### src/srb_pkg.sv
// Package of types and constants for the shared reset and boot-select block.
package srb_pkg;

  // Reset levels on the active-low reset outputs.
  localparam logic RESET_ON = 1'b0;
  localparam logic RESET_OFF = 1'b1;

  // Width of the boot mode number and the fixed mode numbers.
  localparam int MODE_W = 4;
  localparam logic [3:0] MODE_PARALLEL = 4'h0;
  localparam logic [3:0] MODE_RAM = 4'h1;
  localparam logic [3:0] MODE_SERIAL = 4'h2;
  localparam logic [3:0] MODE_CAN = 4'h3;
  localparam logic [3:0] MODE_ENET = 4'h4;
  localparam logic [3:0] MODE_OTP = 4'h6;
  localparam logic [3:0] MODE_FLASH = 4'h7;
  localparam logic [3:0] MODE_SSI_MASTER = 4'h9;
  localparam logic [3:0] MODE_I2C_MASTER = 4'hA;
  localparam logic [3:0] MODE_ENET_ALT = 4'hC;
  localparam logic [3:0] MODE_FAST_FLASH = 4'hF;
  // One bit per mode number: set where the fast flash power-up is used.
  localparam logic [15:0] FAST_FLASH_MASK = 16'hEEE0;
  localparam logic [3:0] MODE_RESET = 4'h0;

  // What the master boot program does with the sampled mode.
  typedef enum logic [3:0] {
    ACT_NONE = 4'h0,
    ACT_PARALLEL = 4'h1,
    ACT_RAM = 4'h2,
    ACT_SERIAL_SLAVE = 4'h3,
    ACT_CAN = 4'h4,
    ACT_ENET = 4'h5,
    ACT_ENET_ALT = 4'h6,
    ACT_FLASH = 4'h7,
    ACT_OTP = 4'h8,
    ACT_SSI_MASTER = 4'h9,
    ACT_I2C_MASTER = 4'hA
  } srb_action_t;

  // Boot sequence states, Gray coded along the usual path.
  typedef enum logic [2:0] {
    ST_HOLD = 3'b000,
    ST_DEV_INIT = 3'b001,
    ST_MST_INIT = 3'b011,
    ST_RELEASE = 3'b010,
    ST_SAMPLE = 3'b110,
    ST_RUN = 3'b111
  } srb_state_t;

  // Reset requests, each active high and synchronous to the clock.
  typedef struct packed {
    logic master_software_reset;
    logic master_debugger_reset;
    logic master_watchdog_reset;
    logic master_nmi_watchdog_reset;
    logic analog_bus_reset;
  } srb_reset_req_t;

  // The four boot-select pins, most significant first.
  typedef struct packed {
    logic boot_select_bit3;
    logic boot_select_bit2;
    logic boot_select_bit1;
    logic boot_select_bit0;
  } srb_boot_pins_t;

endpackage

### src/srb_shared_reset_boot.sv
// Shared-resource reset distribution and master boot sequencing with boot-mode decode.
`timescale 1ns/1ns
module srb_shared_reset_boot
  import srb_pkg::*;
(
  input wire logic clock_in,
  input wire logic rst_n_in,
  input wire logic clk_en_in,
  input wire logic main_reset_pin_n_in,
  input wire logic analog_reset_pin_n_in,
  input wire srb_reset_req_t reset_req_in,
  input wire logic propagate_enable_in,
  input wire logic qualifying_version_in,
  input wire logic device_init_done_in,
  input wire logic master_init_done_in,
  input wire logic control_init_done_in,
  input wire logic master_to_control_wake_interrupt_in,
  input wire srb_boot_pins_t boot_pins_in,
  output logic shared_resource_reset_n_out,
  output logic analog_reset_n_out,
  output logic master_system_reset_n_out,
  output logic external_peripheral_port_reset_n_out,
  output logic control_reset_n_out,
  output logic analog_bus_if_reset_n_out,
  output logic master_boot_start_out,
  output logic control_boot_run_out,
  output logic control_idle_out,
  output logic boot_mode_valid_out,
  output logic [MODE_W-1:0] boot_mode_out,
  output srb_action_t boot_action_out,
  output logic fast_flash_powerup_out,
  output logic loader_bus_master_out,
  output logic loader_slave_out
);

  // All state of the block lives in this one record.
  typedef struct packed {
    // Where the master boot stands.
    srb_state_t state;
    // Active-low reset lines, one per domain.
    logic shared_n;
    logic analog_n;
    logic master_n;
    logic epp_n;
    logic control_n;
    logic bus_if_n;
    // Boot progress flags of the two processors.
    logic boot_start;
    logic control_run;
    logic control_idle;
    // The boot mode as sampled, with what it selects.
    logic mode_valid;
    logic [MODE_W-1:0] mode;
    srb_action_t action;
    logic fast_flash;
    logic bus_master;
    logic slave;
  } srb_regs_t;

  // Registered record and its next value.
  srb_regs_t state_q;
  srb_regs_t state_d;
  // Combinational request terms and the decoded pins.
  logic master_req;
  logic shared_req;
  logic analog_req;
  logic [MODE_W-1:0] pin_mode;
  srb_action_t pin_action;

  // Maps a mode number to the loader action; unsupported numbers fall to flash.
  // Flash is the starting value on purpose: any number that no branch names
  // lands on a mode that needs no external host.
  // The one-time-programmable boot hangs on the version input, so a device
  // that lacks it quietly takes the flash path instead of failing to boot.
  function automatic srb_action_t decode_mode(input logic [MODE_W-1:0] m, input logic qual);
    srb_action_t a;
    a = ACT_FLASH;
    if (m == MODE_PARALLEL) begin
      a = ACT_PARALLEL;
    end else if (m == MODE_RAM) begin
      a = ACT_RAM;
    end else if (m == MODE_SERIAL) begin
      a = ACT_SERIAL_SLAVE;
    end else if (m == MODE_CAN) begin
      a = ACT_CAN;
    end else if (m == MODE_ENET) begin
      a = ACT_ENET;
    end else if (m == MODE_OTP) begin
      a = qual ? ACT_OTP : ACT_FLASH;
    end else if (m == MODE_FLASH || m == MODE_FAST_FLASH) begin
      a = ACT_FLASH;
    end else if (m == MODE_SSI_MASTER) begin
      a = ACT_SSI_MASTER;
    end else if (m == MODE_I2C_MASTER) begin
      a = ACT_I2C_MASTER;
    end else if (m == MODE_ENET_ALT) begin
      a = ACT_ENET_ALT;
    end
    return a;
  endfunction

  // Reset request terms; the shared side sees software and debugger resets only
  // once the master processor has opened the path.
  // The watchdog requests restart the master side and hold control, its bus and
  // analog in reset; they never reach the shared memories, so messages held there survive them.
  // The analog term adds the analog-bus request and the analog pin.
  always_comb begin
    // Every master cause restarts the boot, whatever raised it.
    master_req = !main_reset_pin_n_in
      || reset_req_in.master_software_reset
      || reset_req_in.master_debugger_reset
      || reset_req_in.master_watchdog_reset
      || reset_req_in.master_nmi_watchdog_reset;
    // Only the main pin reaches the shared side unconditionally.
    shared_req = !main_reset_pin_n_in
      || (propagate_enable_in
      && (reset_req_in.master_software_reset
      || reset_req_in.master_debugger_reset));
    // Analog adds its own two sources to the shared term.
    analog_req = shared_req
      || reset_req_in.analog_bus_reset
      || !analog_reset_pin_n_in;
  end

  // Pin bit three is the top bit of the mode number.
  // The pins are read combinationally here; only the sampling state stores them,
  // so a pin that wanders during the boot never reaches the held mode.
  always_comb begin
    pin_mode = {boot_pins_in.boot_select_bit3,
                boot_pins_in.boot_select_bit2,
                boot_pins_in.boot_select_bit1,
                boot_pins_in.boot_select_bit0};
    // Decoded from the live pins; only the sampling state keeps the result.
    pin_action = decode_mode(pin_mode, qualifying_version_in);
  end

  // Next state of every register of the block.
  // Defaults keep every field as it is, so a state only names what it changes;
  // the start strobe is the one field that falls back to zero on its own.
  always_comb begin
    state_d = state_q;
    state_d.boot_start = 1'b0;
    // Reset lines are registered so each output comes from a flop; this costs
    // one cycle of latency on assertion and release, harmless at reset scale.
    state_d.shared_n = shared_req ? RESET_ON : RESET_OFF;
    state_d.master_n = master_req ? RESET_ON : RESET_OFF;
    state_d.epp_n = master_req ? RESET_ON : RESET_OFF;
    if (master_req) begin
      // Any master reset restarts the sequence and drops the held mode.
      // Control, its bus and analog are forced back into reset as well, so a
      // later boot always finds them held.
      state_d.state = ST_HOLD;
      state_d.control_n = RESET_ON;
      state_d.bus_if_n = RESET_ON;
      state_d.analog_n = RESET_ON;
      state_d.control_run = 1'b0;
      state_d.control_idle = 1'b0;
      state_d.mode_valid = 1'b0;
      state_d.mode = MODE_RESET;
      state_d.action = ACT_NONE;
      state_d.fast_flash = 1'b0;
      state_d.bus_master = 1'b0;
      state_d.slave = 1'b0;
    end else begin
      case (state_q.state)
        ST_HOLD: begin
          // Master boot program starts as the internal reset goes inactive.
          state_d.state = ST_DEV_INIT;
          state_d.boot_start = 1'b1;
        end
        ST_DEV_INIT: begin
          // Device-level set-up by the master boot program; wait for its done flag.
          if (device_init_done_in) begin
            state_d.state = ST_MST_INIT;
          end
        end
        ST_MST_INIT: begin
          // Master subsystem set-up comes only after the device-level step.
          if (master_init_done_in) begin
            state_d.state = ST_RELEASE;
          end
        end
        ST_RELEASE: begin
          // Control side and the analog bus interface leave reset here; analog
          // follows through the analog term below once nothing else holds it.
          state_d.control_n = RESET_OFF;
          state_d.bus_if_n = RESET_OFF;
          state_d.control_run = 1'b1;
          state_d.state = ST_SAMPLE;
        end
        ST_SAMPLE: begin
          // Pins are read once here; later pin changes are ignored.
          // Role flags follow the decoded action so the loaders never disagree.
          state_d.mode = pin_mode;
          state_d.action = pin_action;
          state_d.fast_flash = FAST_FLASH_MASK[pin_mode];
          state_d.bus_master = (pin_action == ACT_SSI_MASTER)
            || (pin_action == ACT_I2C_MASTER);
          state_d.slave = (pin_action == ACT_SERIAL_SLAVE);
          state_d.mode_valid = 1'b1;
          state_d.state = ST_RUN;
        end
        ST_RUN: begin
          // Parked until the next master reset; nothing here reads the pins.
          state_d.state = ST_RUN;
        end
        default: begin
          // Unused codes fall back to the start of the sequence.
          state_d.state = ST_HOLD;
        end
      endcase
      // Analog stays held until released, and obeys its own reset sources after.
      // It reads the next bus-interface value so analog and its bus leave reset
      // in the same cycle rather than one apart.
      if (analog_req || !state_d.bus_if_n) begin
        state_d.analog_n = RESET_ON;
      end else begin
        state_d.analog_n = RESET_OFF;
      end
      // Control boot runs beside the master boot, then parks in idle.
      // A wake request only counts while idle; one that arrives early is lost,
      // so the master side must wait for idle before it wakes the control side.
      if (state_q.control_run && !state_q.control_idle && control_init_done_in) begin
        state_d.control_run = 1'b0;
        state_d.control_idle = 1'b1;
      end else if (state_q.control_idle && master_to_control_wake_interrupt_in) begin
        state_d.control_idle = 1'b0;
        state_d.control_run = 1'b1;
      end
    end
  end

  // Single register stage; the clock enable freezes all of it.
  // A low enable also holds the start strobe, so a frozen cycle never loses
  // or repeats the pulse. The asynchronous reset loads only constants.
  always_ff @(posedge clock_in or negedge rst_n_in) begin
    if (!rst_n_in) begin
      state_q.state <= ST_HOLD;
      state_q.shared_n <= RESET_ON;
      state_q.analog_n <= RESET_ON;
      state_q.master_n <= RESET_ON;
      state_q.epp_n <= RESET_ON;
      state_q.control_n <= RESET_ON;
      state_q.bus_if_n <= RESET_ON;
      state_q.boot_start <= 1'b0;
      state_q.control_run <= 1'b0;
      state_q.control_idle <= 1'b0;
      state_q.mode_valid <= 1'b0;
      state_q.mode <= MODE_RESET;
      state_q.action <= ACT_NONE;
      state_q.fast_flash <= 1'b0;
      state_q.bus_master <= 1'b0;
      state_q.slave <= 1'b0;
    end else if (clk_en_in) begin
      state_q <= state_d;
    end
  end

  // Reset lines to each domain, straight from the register record.
  assign shared_resource_reset_n_out = state_q.shared_n;
  assign analog_reset_n_out = state_q.analog_n;
  assign master_system_reset_n_out = state_q.master_n;
  assign external_peripheral_port_reset_n_out = state_q.epp_n;
  assign control_reset_n_out = state_q.control_n;
  assign analog_bus_if_reset_n_out = state_q.bus_if_n;

  // Boot progress of both processors.
  assign master_boot_start_out = state_q.boot_start;
  assign control_boot_run_out = state_q.control_run;
  assign control_idle_out = state_q.control_idle;

  // The held boot mode and what it selects.
  assign boot_mode_valid_out = state_q.mode_valid;
  assign boot_mode_out = state_q.mode;
  assign boot_action_out = state_q.action;
  assign fast_flash_powerup_out = state_q.fast_flash;
  assign loader_bus_master_out = state_q.bus_master;
  assign loader_slave_out = state_q.slave;

endmodule
### config.mk
export PLATFORM = sky130hd
export DESIGN_NAME = srb_shared_reset_boot
export DESIGN_NICKNAME = d
export VERILOG_FILES = /design/src/srb_pkg.sv /design/src/srb_shared_reset_boot.sv
export SDC_FILE = /design/constraint.sdc
export NUM_CORES = 1
export LEC_CHECK = 0
export BUFFER_PORTS_ARGS = -buffer_cell sky130_fd_sc_hd__buf_4
export CAP_MARGIN = 20
export CORE_MARGIN = 3
export CORE_UTILIZATION = 41
export DETAILED_ROUTE_END_ITERATION = 6
export PLACE_DENSITY = 0.65
export SYNTH_ARGS = -nofsm -noshare
export SYNTH_HDL_FRONTEND = slang
export SYNTH_SLANG_ARGS = --single-unit
### constraint.sdc
create_clock -name clock_in -period 3.3 [get_ports clock_in]
set_input_delay 0.33 -clock clock_in [delete_from_list [all_inputs] [get_ports clock_in]]
set_output_delay 0.33 -clock clock_in [all_outputs]
set_load 0.02 [all_outputs]
==> PnR_summary.wiki, run 1 <==
{| class="wikitable"
! Metric !! Value
|-
| Root buf cell || sky130_fd_sc_hd__clkbuf_4
|-
| Number of warning messages in the yosys log || 0
|-
| Synthesized netlist cell count || 125
|-
| Final Hold Fails || 0
|-
| H-tree lvl count || 1
|-
| Half-perimeter wire length of the detailed placement result || 1.94 mm
|-
| Per-instance average area after synthesis || 9.97 um^2
|-
| Lkg Pwr || 0.000750 uW
|-
| Die footprint || 3740 um^2
|-
| Initial Utilization || 0.441
|-
| Kind of launch point of the worst setup path || register
|-
| Die X-Extent || 61.1 um
|-
| Die span in y || 61.1 um
|-
| Critical setup path kind || register to register
|-
| Clock tree skew after final layout || between 0.001 and 0.0015 ns
|-
| Data arrival time of the critical path || 2.05 ns
|-
| Most frequent cells in the layout || sky130_fd_sc_hd__buf_4, sky130_fd_sc_hd__dfrtp_1, sky130_fd_sc_hd__nor2_1, sky130_fd_sc_hd__o21ai_0, sky130_fd_sc_hd__a22o_1
|-
| Vias per cell || 5.56
|-
| Most common library cell in the layout ignoring fill and taps || sky130_fd_sc_hd__buf_4
|-
| Antenna violations before repair || 0
|-
| Largest net degree at the start of global routing || 24
|-
| Slew headroom || 0.593
|-
| Number of buffers on the longest clock path || 2
|-
| Max incr delay on CP || 0.54 ns
|-
| Final Worst Setup Slack || 1.50 ns
|-
| Top cell family by delay on the critical path || simple AND/OR/NAND/NOR gates
|-
| Total CTS buffers || 3
|-
| I/O pin count || 41
|-
| Global-route wire length before repair || around 4.4 mm
|-
| Final standard cell area without fillers || approximately 1500 um^2
|-
| Post-synthesis register bit count || 23
|-
| Layout cells sized above 1 || 0.325
|-
| Post-DR wirelength/cell || between 10 and 15 um
|-
| IO buf count || 40
|-
| Number of nets in the layout || 177
|-
| Site Rows || 19
|-
| Worst slew pin tran || slightly above 0.6 ns
|-
| Sum of routed wire length over all layers || 2.56 mm
|-
| Synth unique cells || 38
|-
| DRT iter0 DRCs || 37
|-
| Pre-Repair DR Iteration Count || 4
|-
| TritonCTS clock tree || built
|-
| Core Region || 2830 um^2
|-
| Cell area power density || 313 nW/um^2
|-
| Path category of the worst min-delay check || primary input to register
|-
| Number of global-route vias before repair || 987
|-
| Total count of max-transition violations in the final report || 0
|-
| Fmax || 556 MHz
|-
| Final setup viols || 0
|-
| Global router's overall resource usage || 0.156
|-
| Clk Latency, worst-skew pair || 0.30 ns
|-
| Setup TNS || 0 ns
|-
| GRT Residual Overflow || 0
|-
| Number of diodes added for antenna fixing || 0
|-
| Worst Setup End Kind || register
|-
| Final clock period utilization by the worst path || 0.545
|-
| Maximum fanout along the worst path || 10
|-
| Result of the run || completed
|-
| Worst IR drop on VDD || 186 uV
|-
| Antenna violation net count after detailed routing || 0
|-
| Number of buffer and inverter stages on the critical path || 0
|-
| Critical path's slowest cell || sky130_fd_sc_hd__nor3b_2
|-
| Number of vias after detailed routing || just over 1000
|-
| Post-Syn Nets || 147
|-
| Area growth from synthesis to layout || 22.2%
|-
| Netlist area before placement || 1250 um^2
|-
| Placed Area || 1490 um^2
|-
| Clock slew at reported path FFs || 0.12 ns
|-
| Required time at the endpoint of the critical path || 3.55 ns
|-
| Cell Chain, Critical Path || and4b_1, nor3b_2, a21boi_1, a22o_1
|-
| Minimum clock period || 1.80 ns
|-
| Drc violations || 0
|-
| Post-place setup slack || 1.20 ns
|-
| Gpl congestion || 0.808
|-
| Register area share after synthesis || 0.462
|-
| CTS Sinks || 23
|-
| MaxCap Viol Count || 0
|-
| Setup repair after global routing missed its margin || false
|}
repair_timing:
item | 4_1_cts | 5_1_grt
hold endpoints to repair | 23 | 0
hold buffers | 1 | 0
setup buffers | 0 | 0
resized for setup | 0 | 0
through the flow:
stage	cells	hold WS [ns]	total power [uW]	util
after detailed placement	180	0.240	352	0.525
final	185	0.254	476	0.538
after global placement	180	0.238	351	0.525
after CTS	185	0.239	484	0.538
after global routing	185	0.243	504	0.538
after floorplan	125	0.0344	321	-
cells in the mapped netlist:
cell,number,area (um^2)
sky130_fd_sc_hd__nor3b_2,1,12.5
sky130_fd_sc_hd__and3b_1,1,8.76
sky130_fd_sc_hd__or4b_4,1,13.8
sky130_fd_sc_hd__and4b_1,1,10.0
sky130_fd_sc_hd__nand2_1,6,22.5
sky130_fd_sc_hd__mux2_2,2,22.5
sky130_fd_sc_hd__nor2b_1,7,43.8
sky130_fd_sc_hd__o2bb2ai_1,1,8.76
sky130_fd_sc_hd__nor3_1,1,5.00
sky130_fd_sc_hd__o21a_1,1,7.51
sky130_fd_sc_hd__o21ai_0,9,45.0
sky130_fd_sc_hd__a21o_1,1,7.51
sky130_fd_sc_hd__a21oi_1,7,35.0
sky130_fd_sc_hd__nand3_1,3,15.0
sky130_fd_sc_hd__a32o_1,2,20.0
sky130_fd_sc_hd__buf_4,10,75.1
sky130_fd_sc_hd__a21oi_2,1,8.76
sky130_fd_sc_hd__inv_1,7,26.3
sky130_fd_sc_hd__nor3b_1,1,7.51
sky130_fd_sc_hd__o32a_1,1,10.0
sky130_fd_sc_hd__nor2_1,9,33.8
sky130_fd_sc_hd__a22o_1,8,70.1
sky130_fd_sc_hd__a21boi_1,1,7.51
sky130_fd_sc_hd__or2_4,1,8.76
sky130_fd_sc_hd__or2_0,1,6.26
sky130_fd_sc_hd__o22a_1,1,8.76
sky130_fd_sc_hd__dfrtp_1,23,576
sky130_fd_sc_hd__a41o_1,1,10.0
sky130_fd_sc_hd__o32ai_2,1,16.3
sky130_fd_sc_hd__o31ai_1,3,22.5
sky130_fd_sc_hd__a32oi_1,1,8.76
sky130_fd_sc_hd__nand2b_1,1,6.26
sky130_fd_sc_hd__buf_2,1,5.00
sky130_fd_sc_hd__nor4b_1,1,8.76
sky130_fd_sc_hd__buf_1,1,3.75
sky130_fd_sc_hd__ha_1,2,25.0
sky130_fd_sc_hd__clkbuf_1,4,15.0
sky130_fd_sc_hd__o32ai_1,1,8.76
routing by layer:
layer	wire, um	vias to the layer above	global-route usage
li1	-	499	-
met4	19	0	0.0619
met5	0	-	0
met1	1210	486	0.201
met3	160	2	0.0273
met2	1170	42	0.258
worst register-to-register path, stage by stage (launching register included):
cell and delay [ns]:
sky130_fd_sc_hd__dfrtp_1 0.48, sky130_fd_sc_hd__and4b_1 0.29, sky130_fd_sc_hd__nor3b_2 0.54, sky130_fd_sc_hd__a21boi_1 0.28, sky130_fd_sc_hd__a22o_1 0.15
where the power goes:
part | leakage [uW] | switching (uW) | internal, uW
logic | 0.000416 | 33.7 | 28.6
registers | 0.000320 | 1.22 | 284
clock network | 0.0000150 | 81.6 | 47.1
final timing paths:
| kind | start | end | slack (ns) | cells after the start |
|---|---|---|---|---|
| max | state_q[22]$_DFFE_PN0P_ | loader_bus_master_out$_DFFE_PN0P_ | 1.50 | 4 |
| min reg2reg | boot_action_out[3]$_DFFE_PN0P_ | boot_action_out[3]$_DFFE_PN0P_ | 0.50 | 1 |
| min in group asynchronous | rst_n_in | boot_action_out[2]$_DFFE_PN0P_ | 0.44 | 2 |
| min | main_reset_pin_n_in | shared_resource_reset_n_out$_DFFE_PN0P_ | 0.25 | 3 |
| max in group asynchronous | rst_n_in | boot_mode_out[2]$_DFFE_PN0P_ | 2.63 | 2 |
| max reg2reg | state_q[22]$_DFFE_PN0P_ | loader_bus_master_out$_DFFE_PN0P_ | 1.50 | 4 |
cell type report:
class	instances	area, um^2
Fill cell	261	1310
Sequential cell	23	576
Inverter	7	26.3
Multi-Input combinational cell	79	546
Tap cell	31	38.8
Timing Repair Buffer	41	310
Clock buffer	4	26.3
kinds of logic (layout without fill, tap and decap cells):
kind of cell	after synthesis	after routing	synth area share
AO/OA/AOI/OAI	40	40	0.237
AND/OR/NAND/NOR	35	35	0.163
flip-flops	23	23	0.462
buffers and inverters	23	52	0.100
adder cells (fa/ha/maj)	2	2	0.0201
multiplexers	2	2	0.0181
(Power assumes the default switching activity.)
==> run 2: changes to the inputs <==
- ABC_AREA: default -> 1
- clock period: 3.3 -> 1.9 ns (I/O delays scaled with it)
==> PnR_summary.wiki, run 2 <==
{| class="wikitable"
! Metric !! Value
|-
| Post-place setup slack || 0.664 ns (-0.537 ns)
|-
| Antenna violations before repair || 0 (unchanged)
|-
| Number of nets in the layout || 225 (+27%)
|-
| Half-perimeter wire length of the detailed placement result || 2.31 mm (+19%)
|-
| Layout cells sized above 1 || 0.262 (-0.0623)
|-
| Maximum fanout along the worst path || 6 (-4)
|-
| Result of the run || completed
|-
| Pre-Repair DR Iteration Count || 4 (unchanged)
|-
| Clock tree skew after final layout || 0.00323 ns (+0.00206 ns)
|-
| Synth unique cells || 22 (-42%)
|-
| Total count of max-transition violations in the final report || 0 (unchanged)
|-
| Sum of routed wire length over all layers || 2.88 mm (+13%)
|-
| Die span in y || 61.7 um (+0.86%)
|-
| Most frequent cells in the layout || sky130_fd_sc_hd__nand2_1, sky130_fd_sc_hd__buf_4, sky130_fd_sc_hd__dfrtp_1, sky130_fd_sc_hd__inv_1, sky130_fd_sc_hd__nand3_1
|-
| Clk Latency, worst-skew pair || 0.30 ns (about the same)
|-
| DRT iter0 DRCs || 87 (+140%)
|-
| Drc violations || 0 (unchanged)
|-
| Final standard cell area without fillers || 1570 um^2 (+2.9%)
|-
| Site Rows || 19 (unchanged)
|-
| Largest net degree at the start of global routing || 24 (unchanged)
|-
| Kind of launch point of the worst setup path || register
|-
| Number of warning messages in the yosys log || 0 (unchanged)
|-
| R2r setup slk || 0.65 ns (-0.85 ns)
|-
| Final clock period utilization by the worst path || 0.657 (+0.112)
|-
| Most common library cell in the layout ignoring fill and taps || sky130_fd_sc_hd__nand2_1
|-
| Share of async-settable or async-resettable flops after synthesis || 1.00 (unchanged)
|-
| IO buf count || 40 (unchanged)
|-
| TritonCTS clock tree || built
|-
| Final Worst Setup Slack || 0.653 ns (-0.850 ns)
|-
| I/O pin count || 41 (unchanged)
|-
| Minimum clock period || 1.25 ns (-0.550 ns)
|-
| Total CTS buffers || 3 (unchanged)
|-
| Final setup viols || 0 (unchanged)
|-
| Required time at the endpoint of the critical path || 2.10 ns (-1.45 ns)
|-
| Cell area power density || 527 nW/um^2 (+69%)
|-
| Worst slew pin tran || 0.296 ns (-0.311 ns)
|-
| Netlist area before placement || 1270 um^2 (+1.9%)
|-
| MaxCap Viol Count || 0 (unchanged)
|-
| Clock slew at reported path FFs || 0.12 ns (about the same)
|-
| Number of diodes added for antenna fixing || 0 (unchanged)
|-
| Filler Cells Inserted || 282 (+8.0%)
|-
| Number of flops mapped to enable cells by yosys || 0 (unchanged)
|-
| CTS Sinks || 23 (unchanged)
|-
| Post-DR wirelength/cell || 12.4 um (-11%)
|-
| Fmax || 802 MHz (+44%)
|-
| Net switching component of the power || 203 uW (+74%)
|-
| Top cells by count, synth || sky130_fd_sc_hd__nand2_1, sky130_fd_sc_hd__dfrtp_1, sky130_fd_sc_hd__inv_1, sky130_fd_sc_hd__nand3_1, sky130_fd_sc_hd__nor2_1
|-
| Path category of the worst min-delay check || primary input to register
|-
| Post-synthesis register bit count || 23 (unchanged)
|-
| Placed Area || 1530 um^2 (+2.9%)
|-
| Global-route wire length before repair || 4.73 mm (+8.6%)
|-
| Setup TNS || 0 ns (unchanged)
|-
| Register area share after synthesis || 0.453 (-0.00865)
|-
| Sequential fraction of design power || 0.603 (+0.005)
|-
| Setup repair after global routing missed its margin || false
|-
| Data arrival time of the critical path || 1.45 ns (-0.60 ns)
|-
| Number of vias after detailed routing || 1147 (+11%)
|-
| Portion of total power attributed to the clock network || 0.263 (-0.008)
|-
| Final Hold Fails || 0 (unchanged)
|-
| Number of buffers on the longest clock path || 2 (unchanged)
|-
| Root buf cell || sky130_fd_sc_hd__clkbuf_4
|-
| Lkg Pwr || 0.000942 uW (+25%)
|-
| Vias per cell || 4.92 (-11%)
|-
| Power Internal || 622 uW (+73%)
|-
| Most instantiated flip-flop cell in the synthesis netlist || sky130_fd_sc_hd__dfrtp_1
|-
| Die X-Extent || 61.7 um (+0.86%)
|-
| Cell type with the largest total area after synthesis || sky130_fd_sc_hd__dfrtp_1
|-
| Die footprint || 3800 um^2 (+1.7%)
|-
| Per-instance average area after synthesis || 7.60 um^2 (-24%)
|-
| Synthesized netlist cell count || 167 (+34%)
|-
| Largest cells by area after synthesis || sky130_fd_sc_hd__dfrtp_1, sky130_fd_sc_hd__nand2_1, sky130_fd_sc_hd__nand3_1, sky130_fd_sc_hd__inv_1, sky130_fd_sc_hd__buf_4
|-
| Combinational fraction of design power || 0.134 (+0.003)
|-
| Worst Setup End Kind || register
|-
| Worst IR drop on VDD || 298 uV (+61%)
|-
| Slew headroom || 0.802 (+0.208)
|-
| Antenna violation net count after detailed routing || 0 (unchanged)
|-
| Gpl congestion || 0.902 (+12%)
|-
| H-tree lvl count || 1 (unchanged)
|-
| Core Region || 2850 um^2 (+0.84%)
|-
| GRT Residual Overflow || 0 (unchanged)
|-
| Initial Utilization || 0.445 (+0.00466)
|-
| Share of Yosys cell area claimed by the top area cell type || 0.453 (-0.00865)
|-
| Switching share of total power || 0.246 (+0.00131)
|-
| Global router's overall resource usage || 0.168 (+0.0119)
|-
| Number of global-route vias before repair || 1149 (+16%)
|-
| Post-Syn Nets || 189 (+29%)
|-
| Critical setup path kind || register to register
|-
| Area growth from synthesis to layout || 23.3%
|-
| Most used standard cell by instance count after synthesis || sky130_fd_sc_hd__nand2_1
|}
-- run 2: cell count changes after synthesis, moves of 2 or more --
| cell | previous run | this run |
|---|---|---|
| sky130_fd_sc_hd__nand2_1 | 6 | 55 |
| sky130_fd_sc_hd__nand3_1 | 3 | 18 |
| sky130_fd_sc_hd__inv_1 | 7 | 21 |
| sky130_fd_sc_hd__a22o_1 | 8 | 0 |
| sky130_fd_sc_hd__nor2b_1 | 7 | 0 |
| sky130_fd_sc_hd__a21oi_1 | 7 | 1 |
| sky130_fd_sc_hd__nor2_1 | 9 | 14 |
| sky130_fd_sc_hd__clkbuf_1 | 4 | 0 |
| sky130_fd_sc_hd__nand2_2 | 0 | 3 |
| sky130_fd_sc_hd__o31ai_1 | 3 | 0 |
| sky130_fd_sc_hd__a32o_1 | 2 | 0 |
| sky130_fd_sc_hd__mux2_2 | 2 | 0 |
| sky130_fd_sc_hd__nand4_2 | 0 | 2 |
-- run 2: power groups by stage --
stage               combinational [uW]  sequential, uW  clock, uW
finish                             110             498        217
global placement                   107             507          0
global route                       125             498        250
floorplan                         45.6             510          0
CTS                                111             498        228
detailed placement                 110             507          0
-- run 2: repair_timing --
item	4_1_cts	5_1_grt
hold endpoints to repair	23	0
setup buffers	0	0
gates resized for setup	0	0
hold buffers	1	0
-- run 2: routing by layer --
layer	track usage	wire, um	vias to the layer above	part of all wire
met5	0	0	-	0
met4	0.0545	16	0	0.0056
met3	0.0294	133	2	0.046
met2	0.296	1470	30	0.51
met1	0.206	1260	536	0.44
li1	-	-	579	-
-- run 2: cell families (layout without fill, tap and decap cells) --
family | Yosys count | count (layout) | share of synthesized area
buffers and inverters | 32 | 67 | 0.127
adders and majority gates | 2 | 2 | 0.0197
DFF | 23 | 23 | 0.453
AOI/OAI and AO/OA | 11 | 11 | 0.0473
and+or+nand+nor | 99 | 99 | 0.353
-- run 2: final timing paths --
check,start,endpoint,cells past startpoint
worst max-delay path,state_q[22]$_DFFE_PN0P_,state_q[23]$_DFFE_PN0P_,7
worst min-delay path,boot_pins_in[1],boot_mode_out[1]$_DFFE_PN0P_,3
worst max register to register,state_q[22]$_DFFE_PN0P_,state_q[23]$_DFFE_PN0P_,7
worst min register to register,boot_mode_out[3]$_DFFE_PN0P_,boot_mode_out[3]$_DFFE_PN0P_,2
max in group asynchronous,rst_n_in,control_boot_run_out$_DFFE_PN0P_,2
min in group asynchronous,rst_n_in,boot_mode_out[3]$_DFFE_PN0P_,2
-- run 2: area by class of cell --
cell class,count,area (um^2),share of cell area
inverters,22,82.6,0.0527
repair buffers,41,310,0.198
well taps,31,38.8,0.0248
multi-input cells,112,533,0.340
flip-flops and latches,23,576,0.367
clock buffers,4,26.3,0.0168
-- run 2: critical path, cell delays in order, from the launching register on --
cell,delay (ns)
sky130_fd_sc_hd__dfrtp_1,0.47
sky130_fd_sc_hd__inv_1,0.12
sky130_fd_sc_hd__nand2_1,0.06
sky130_fd_sc_hd__nand3_1,0.10
sky130_fd_sc_hd__nand2_1,0.09
sky130_fd_sc_hd__nand2_1,0.12
sky130_fd_sc_hd__nand2_1,0.06
sky130_fd_sc_hd__and2_1,0.14
-- run 2: metrics by stage --
step	hold slack, ns	util	std cells	power (uW)
global placement	0.0967	0.536	228	614
CTS	0.109	0.549	233	837
finish	0.128	0.549	233	826
detailed placement	0.103	0.536	228	617
floorplan	-0.106	-	167	556
global route	0.106	0.549	233	873
==> run 3: changes to the inputs <==
- ABC_AREA: 1 -> 0
- PLACE_DENSITY: 0.65 -> 0.68
- clock period: 1.9 -> 1.1 ns (I/O delays scaled with it)
==> PnR_summary.wiki, run 3 (synthesis gave the netlist of run 1 again) <==
{| class="wikitable"
! Metric !! Value
|-
| Post-DR wirelength/cell || 15.4 um (+25%)
|-
| Pre-Repair DR Iteration Count || 5 (+1)
|-
| Largest net degree at the start of global routing || 24 (unchanged)
|-
| MaxCap Viol Count || 0 (unchanged)
|-
| Site Rows || 19 (unchanged)
|-
| Fmax || 732 MHz (-8.6%)
|-
| Setup repair after global routing missed its margin || true
|-
| Initial Utilization || 0.441 (-0.00466)
|-
| DRT iter0 DRCs || 30 (-66%)
|-
| Cell area power density || 822 nW/um^2 (+56%)
|-
| Launch point of the critical path || state_q[21]$_DFFE_PN0P_
|-
| Kind of launch point of the worst setup path || register
|-
| H-tree lvl count || 1 (unchanged)
|-
| Final standard cell area without fillers || 1810 um^2 (+16%)
|-
| Total CTS buffers || 3 (unchanged)
|-
| RR Startpoint || state_q[21]$_DFFE_PN0P_
|-
| Slew headroom || 0.767 (-0.0344)
|-
| Number of diodes added for antenna fixing || 0 (unchanged)
|-
| Cell Chain, Critical Path || and4b_2, nor3b_4, a21boi_2, a22o_1
|-
| Data arrival time of the critical path || 1.62 ns (+0.17 ns)
|-
| R2r setup slk || -0.27 ns (-0.92 ns)
|-
| Area growth from synthesis to layout || 45.3%
|-
| TritonCTS clock tree || built
|-
| Global-route wire length before repair || 5.03 mm (+6.3%)
|-
| Global router's overall resource usage || 0.181 (+0.0132)
|-
| Clock slew at reported path FFs || 0.12 ns (about the same)
|-
| IO buf count || 40 (unchanged)
|-
| Root buf cell || sky130_fd_sc_hd__clkbuf_4
|-
| I/O pin count || 41 (unchanged)
|-
| Sum of routed wire length over all layers || 3.23 mm (+12%)
|-
| Total count of max-transition violations in the final report || 0 (unchanged)
|-
| Final Worst Setup Slack || -0.265 ns (-0.918 ns)
|-
| Number of global-route vias before repair || 1129 (-1.7%)
|-
| Minimum clock period || 1.37 ns (+0.118 ns)
|-
| Final setup viols || 19 (+19)
|-
| Core Region || 2830 um^2 (-0.83%)
|-
| Final Hold Fails || 0 (unchanged)
|-
| Final clock period utilization by the worst path || 1.24 (+0.585)
|-
| Min-delay src || main_reset_pin_n_in
|-
| Most frequent cells in the layout || sky130_fd_sc_hd__buf_4, sky130_fd_sc_hd__dfrtp_1, sky130_fd_sc_hd__nor2_1, sky130_fd_sc_hd__a22o_1
|-
| CTS Sinks || 23 (unchanged)
|-
| GRT Residual Overflow || 0 (unchanged)
|-
| Clk Latency, worst-skew pair || 0.31 ns (about the same)
|-
| Die footprint || 3740 um^2 (-1.7%)
|-
| Number of buffer and inverter stages on the critical path || 0 (-1)
|-
| Result of the run || finished with violations
|-
| Worst IR drop on VDD || 725 uV (+140%)
|-
| Number of buffers on the longest clock path || 2 (unchanged)
|-
| Required time at the endpoint of the critical path || 1.36 ns (-0.74 ns)
|-
| Placed Area || 1640 um^2 (+7.2%)
|-
| Top cell family by delay on the critical path || simple AND/OR/NAND/NOR gates
|-
| Antenna violation net count after detailed routing || 0 (unchanged)
|-
| Antenna violations before repair || 0 (unchanged)
|-
| Gpl congestion || 0.917 (+1.8%)
|-
| Worst Setup End Kind || register
|-
| Critical setup path kind || register to register
|-
| Number of vias after detailed routing || 1141 (-0.52%)
|-
| Filler Cells Inserted || 216 (-23%)
|-
| Drc violations || 0 (unchanged)
|-
| Critical path's slowest cell || sky130_fd_sc_hd__dfrtp_1
|-
| Worst slew pin tran || 0.345 ns (+0.0491 ns)
|-
| Total power consumption of the routed design || 1490 uW (+80%)
|-
| Failing checks || setup timing
|-
| Lkg Pwr || 0.000917 uW (-2.6%)
|-
| Maximum fanout along the worst path || 3 (-3)
|-
| Die X-Extent || 61.1 um (-0.85%)
|-
| Vias per cell || 5.43 (+10%)
|-
| Most common library cell in the layout ignoring fill and taps || sky130_fd_sc_hd__buf_4
|-
| Number of nets in the layout || 202 (-10%)
|-
| Half-perimeter wire length of the detailed placement result || 2.25 mm (-2.3%)
|-
| Clock tree skew after final layout || 0.00928 ns (+0.00605 ns)
|-
| Path category of the worst min-delay check || primary input to register
|-
| Max incr delay on CP || 0.42 ns (-0.05 ns)
|-
| Die span in y || 61.1 um (-0.85%)
|-
| Layout cells sized above 1 || 0.486 (+0.224)
|}
==> run 3: cell types whose count changed in the layout (fill, tap and decap cells not counted), moves of 6 or more <==
| cell | delta |
|---|---|
| sky130_fd_sc_hd__nor2_1 | -6 |
| sky130_fd_sc_hd__nand3_1 | -15 |
| sky130_fd_sc_hd__a22o_1 | +8 |
| sky130_fd_sc_hd__nor2b_1 | +7 |
| sky130_fd_sc_hd__nand2_1 | -49 |
| sky130_fd_sc_hd__buf_4 | +20 |
| sky130_fd_sc_hd__inv_1 | -14 |
==> run 3: report_power, final <==
group	internal (uW)	total [uW]	switching [uW]
sequential	851	854	3.15
combinational	126	252	126
clock	142	381	240
==> run 3: final cells by class <==
class / instances / area [um^2] / share of cell area
Sequential cell: 23 / 576 / 0.318
Clock buffer: 4 / 26.3 / 0.0145
Tap cell: 31 / 38.8 / 0.0214
Inverter: 7 / 26.3 / 0.0145
Multi-Input combinational cell: 79 / 627 / 0.346
Timing Repair Buffer: 66 / 517 / 0.285
==> run 3: per-layer routing <==
metal  vias to the layer above  track usage  share of wire
li1                        550            -              -
met1                       545        0.243           0.46
met2                        42        0.299           0.48
met3                         4       0.0377          0.046
met4                         0       0.0433          0.012
met5                         -            0              0
==> run 3: through the flow <==
step	worst slack (ns)	cells	setup TNS [ns]	utilization	hold slack (ns)
after detailed placement	-0.609	200	-10.72	0.580	0.0175
after CTS	-0.246	209	-3.32	0.627	0.0334
after global routing	-0.307	210	-4.41	0.640	0.0467
after floorplan	-0.422	125	-6.45	-	-0.186
final	-0.265	210	-3.69	0.640	0.0274
after global placement	-0.544	200	-9.84	0.580	0.0191
==> run 3: worst paths after layout <==
path	end	cells past startpoint
worst max-delay path	loader_bus_master_out$_DFFE_PN0P_	4
worst min-delay path	shared_resource_reset_n_out$_DFFE_PN0P_	3
worst max register to register	loader_bus_master_out$_DFFE_PN0P_	4
worst min register to register	boot_action_out[3]$_DFFE_PN0P_	1
max in group asynchronous	boot_mode_valid_out$_DFFE_PN0P_	2
min in group asynchronous	fast_flash_powerup_out$_DFFE_PN0P_	2
==> run 3: worst min-delay path: cells and delay by family <==
kind            cells  cell delay (ns)
compound gates      1             0.07
buf+inv             1             0.08
simple gates        1             0.05
==> run 3: what timing repair did <==
item                                   4_1_cts  5_1_grt
cloned                                       1        0
setup endpoints to repair                   19       20
resized for setup                           19        7
hold buffers                                 1        0
endpoints found under the hold margin       23        0
pin swaps                                   10        2
setup buffers                                4        1
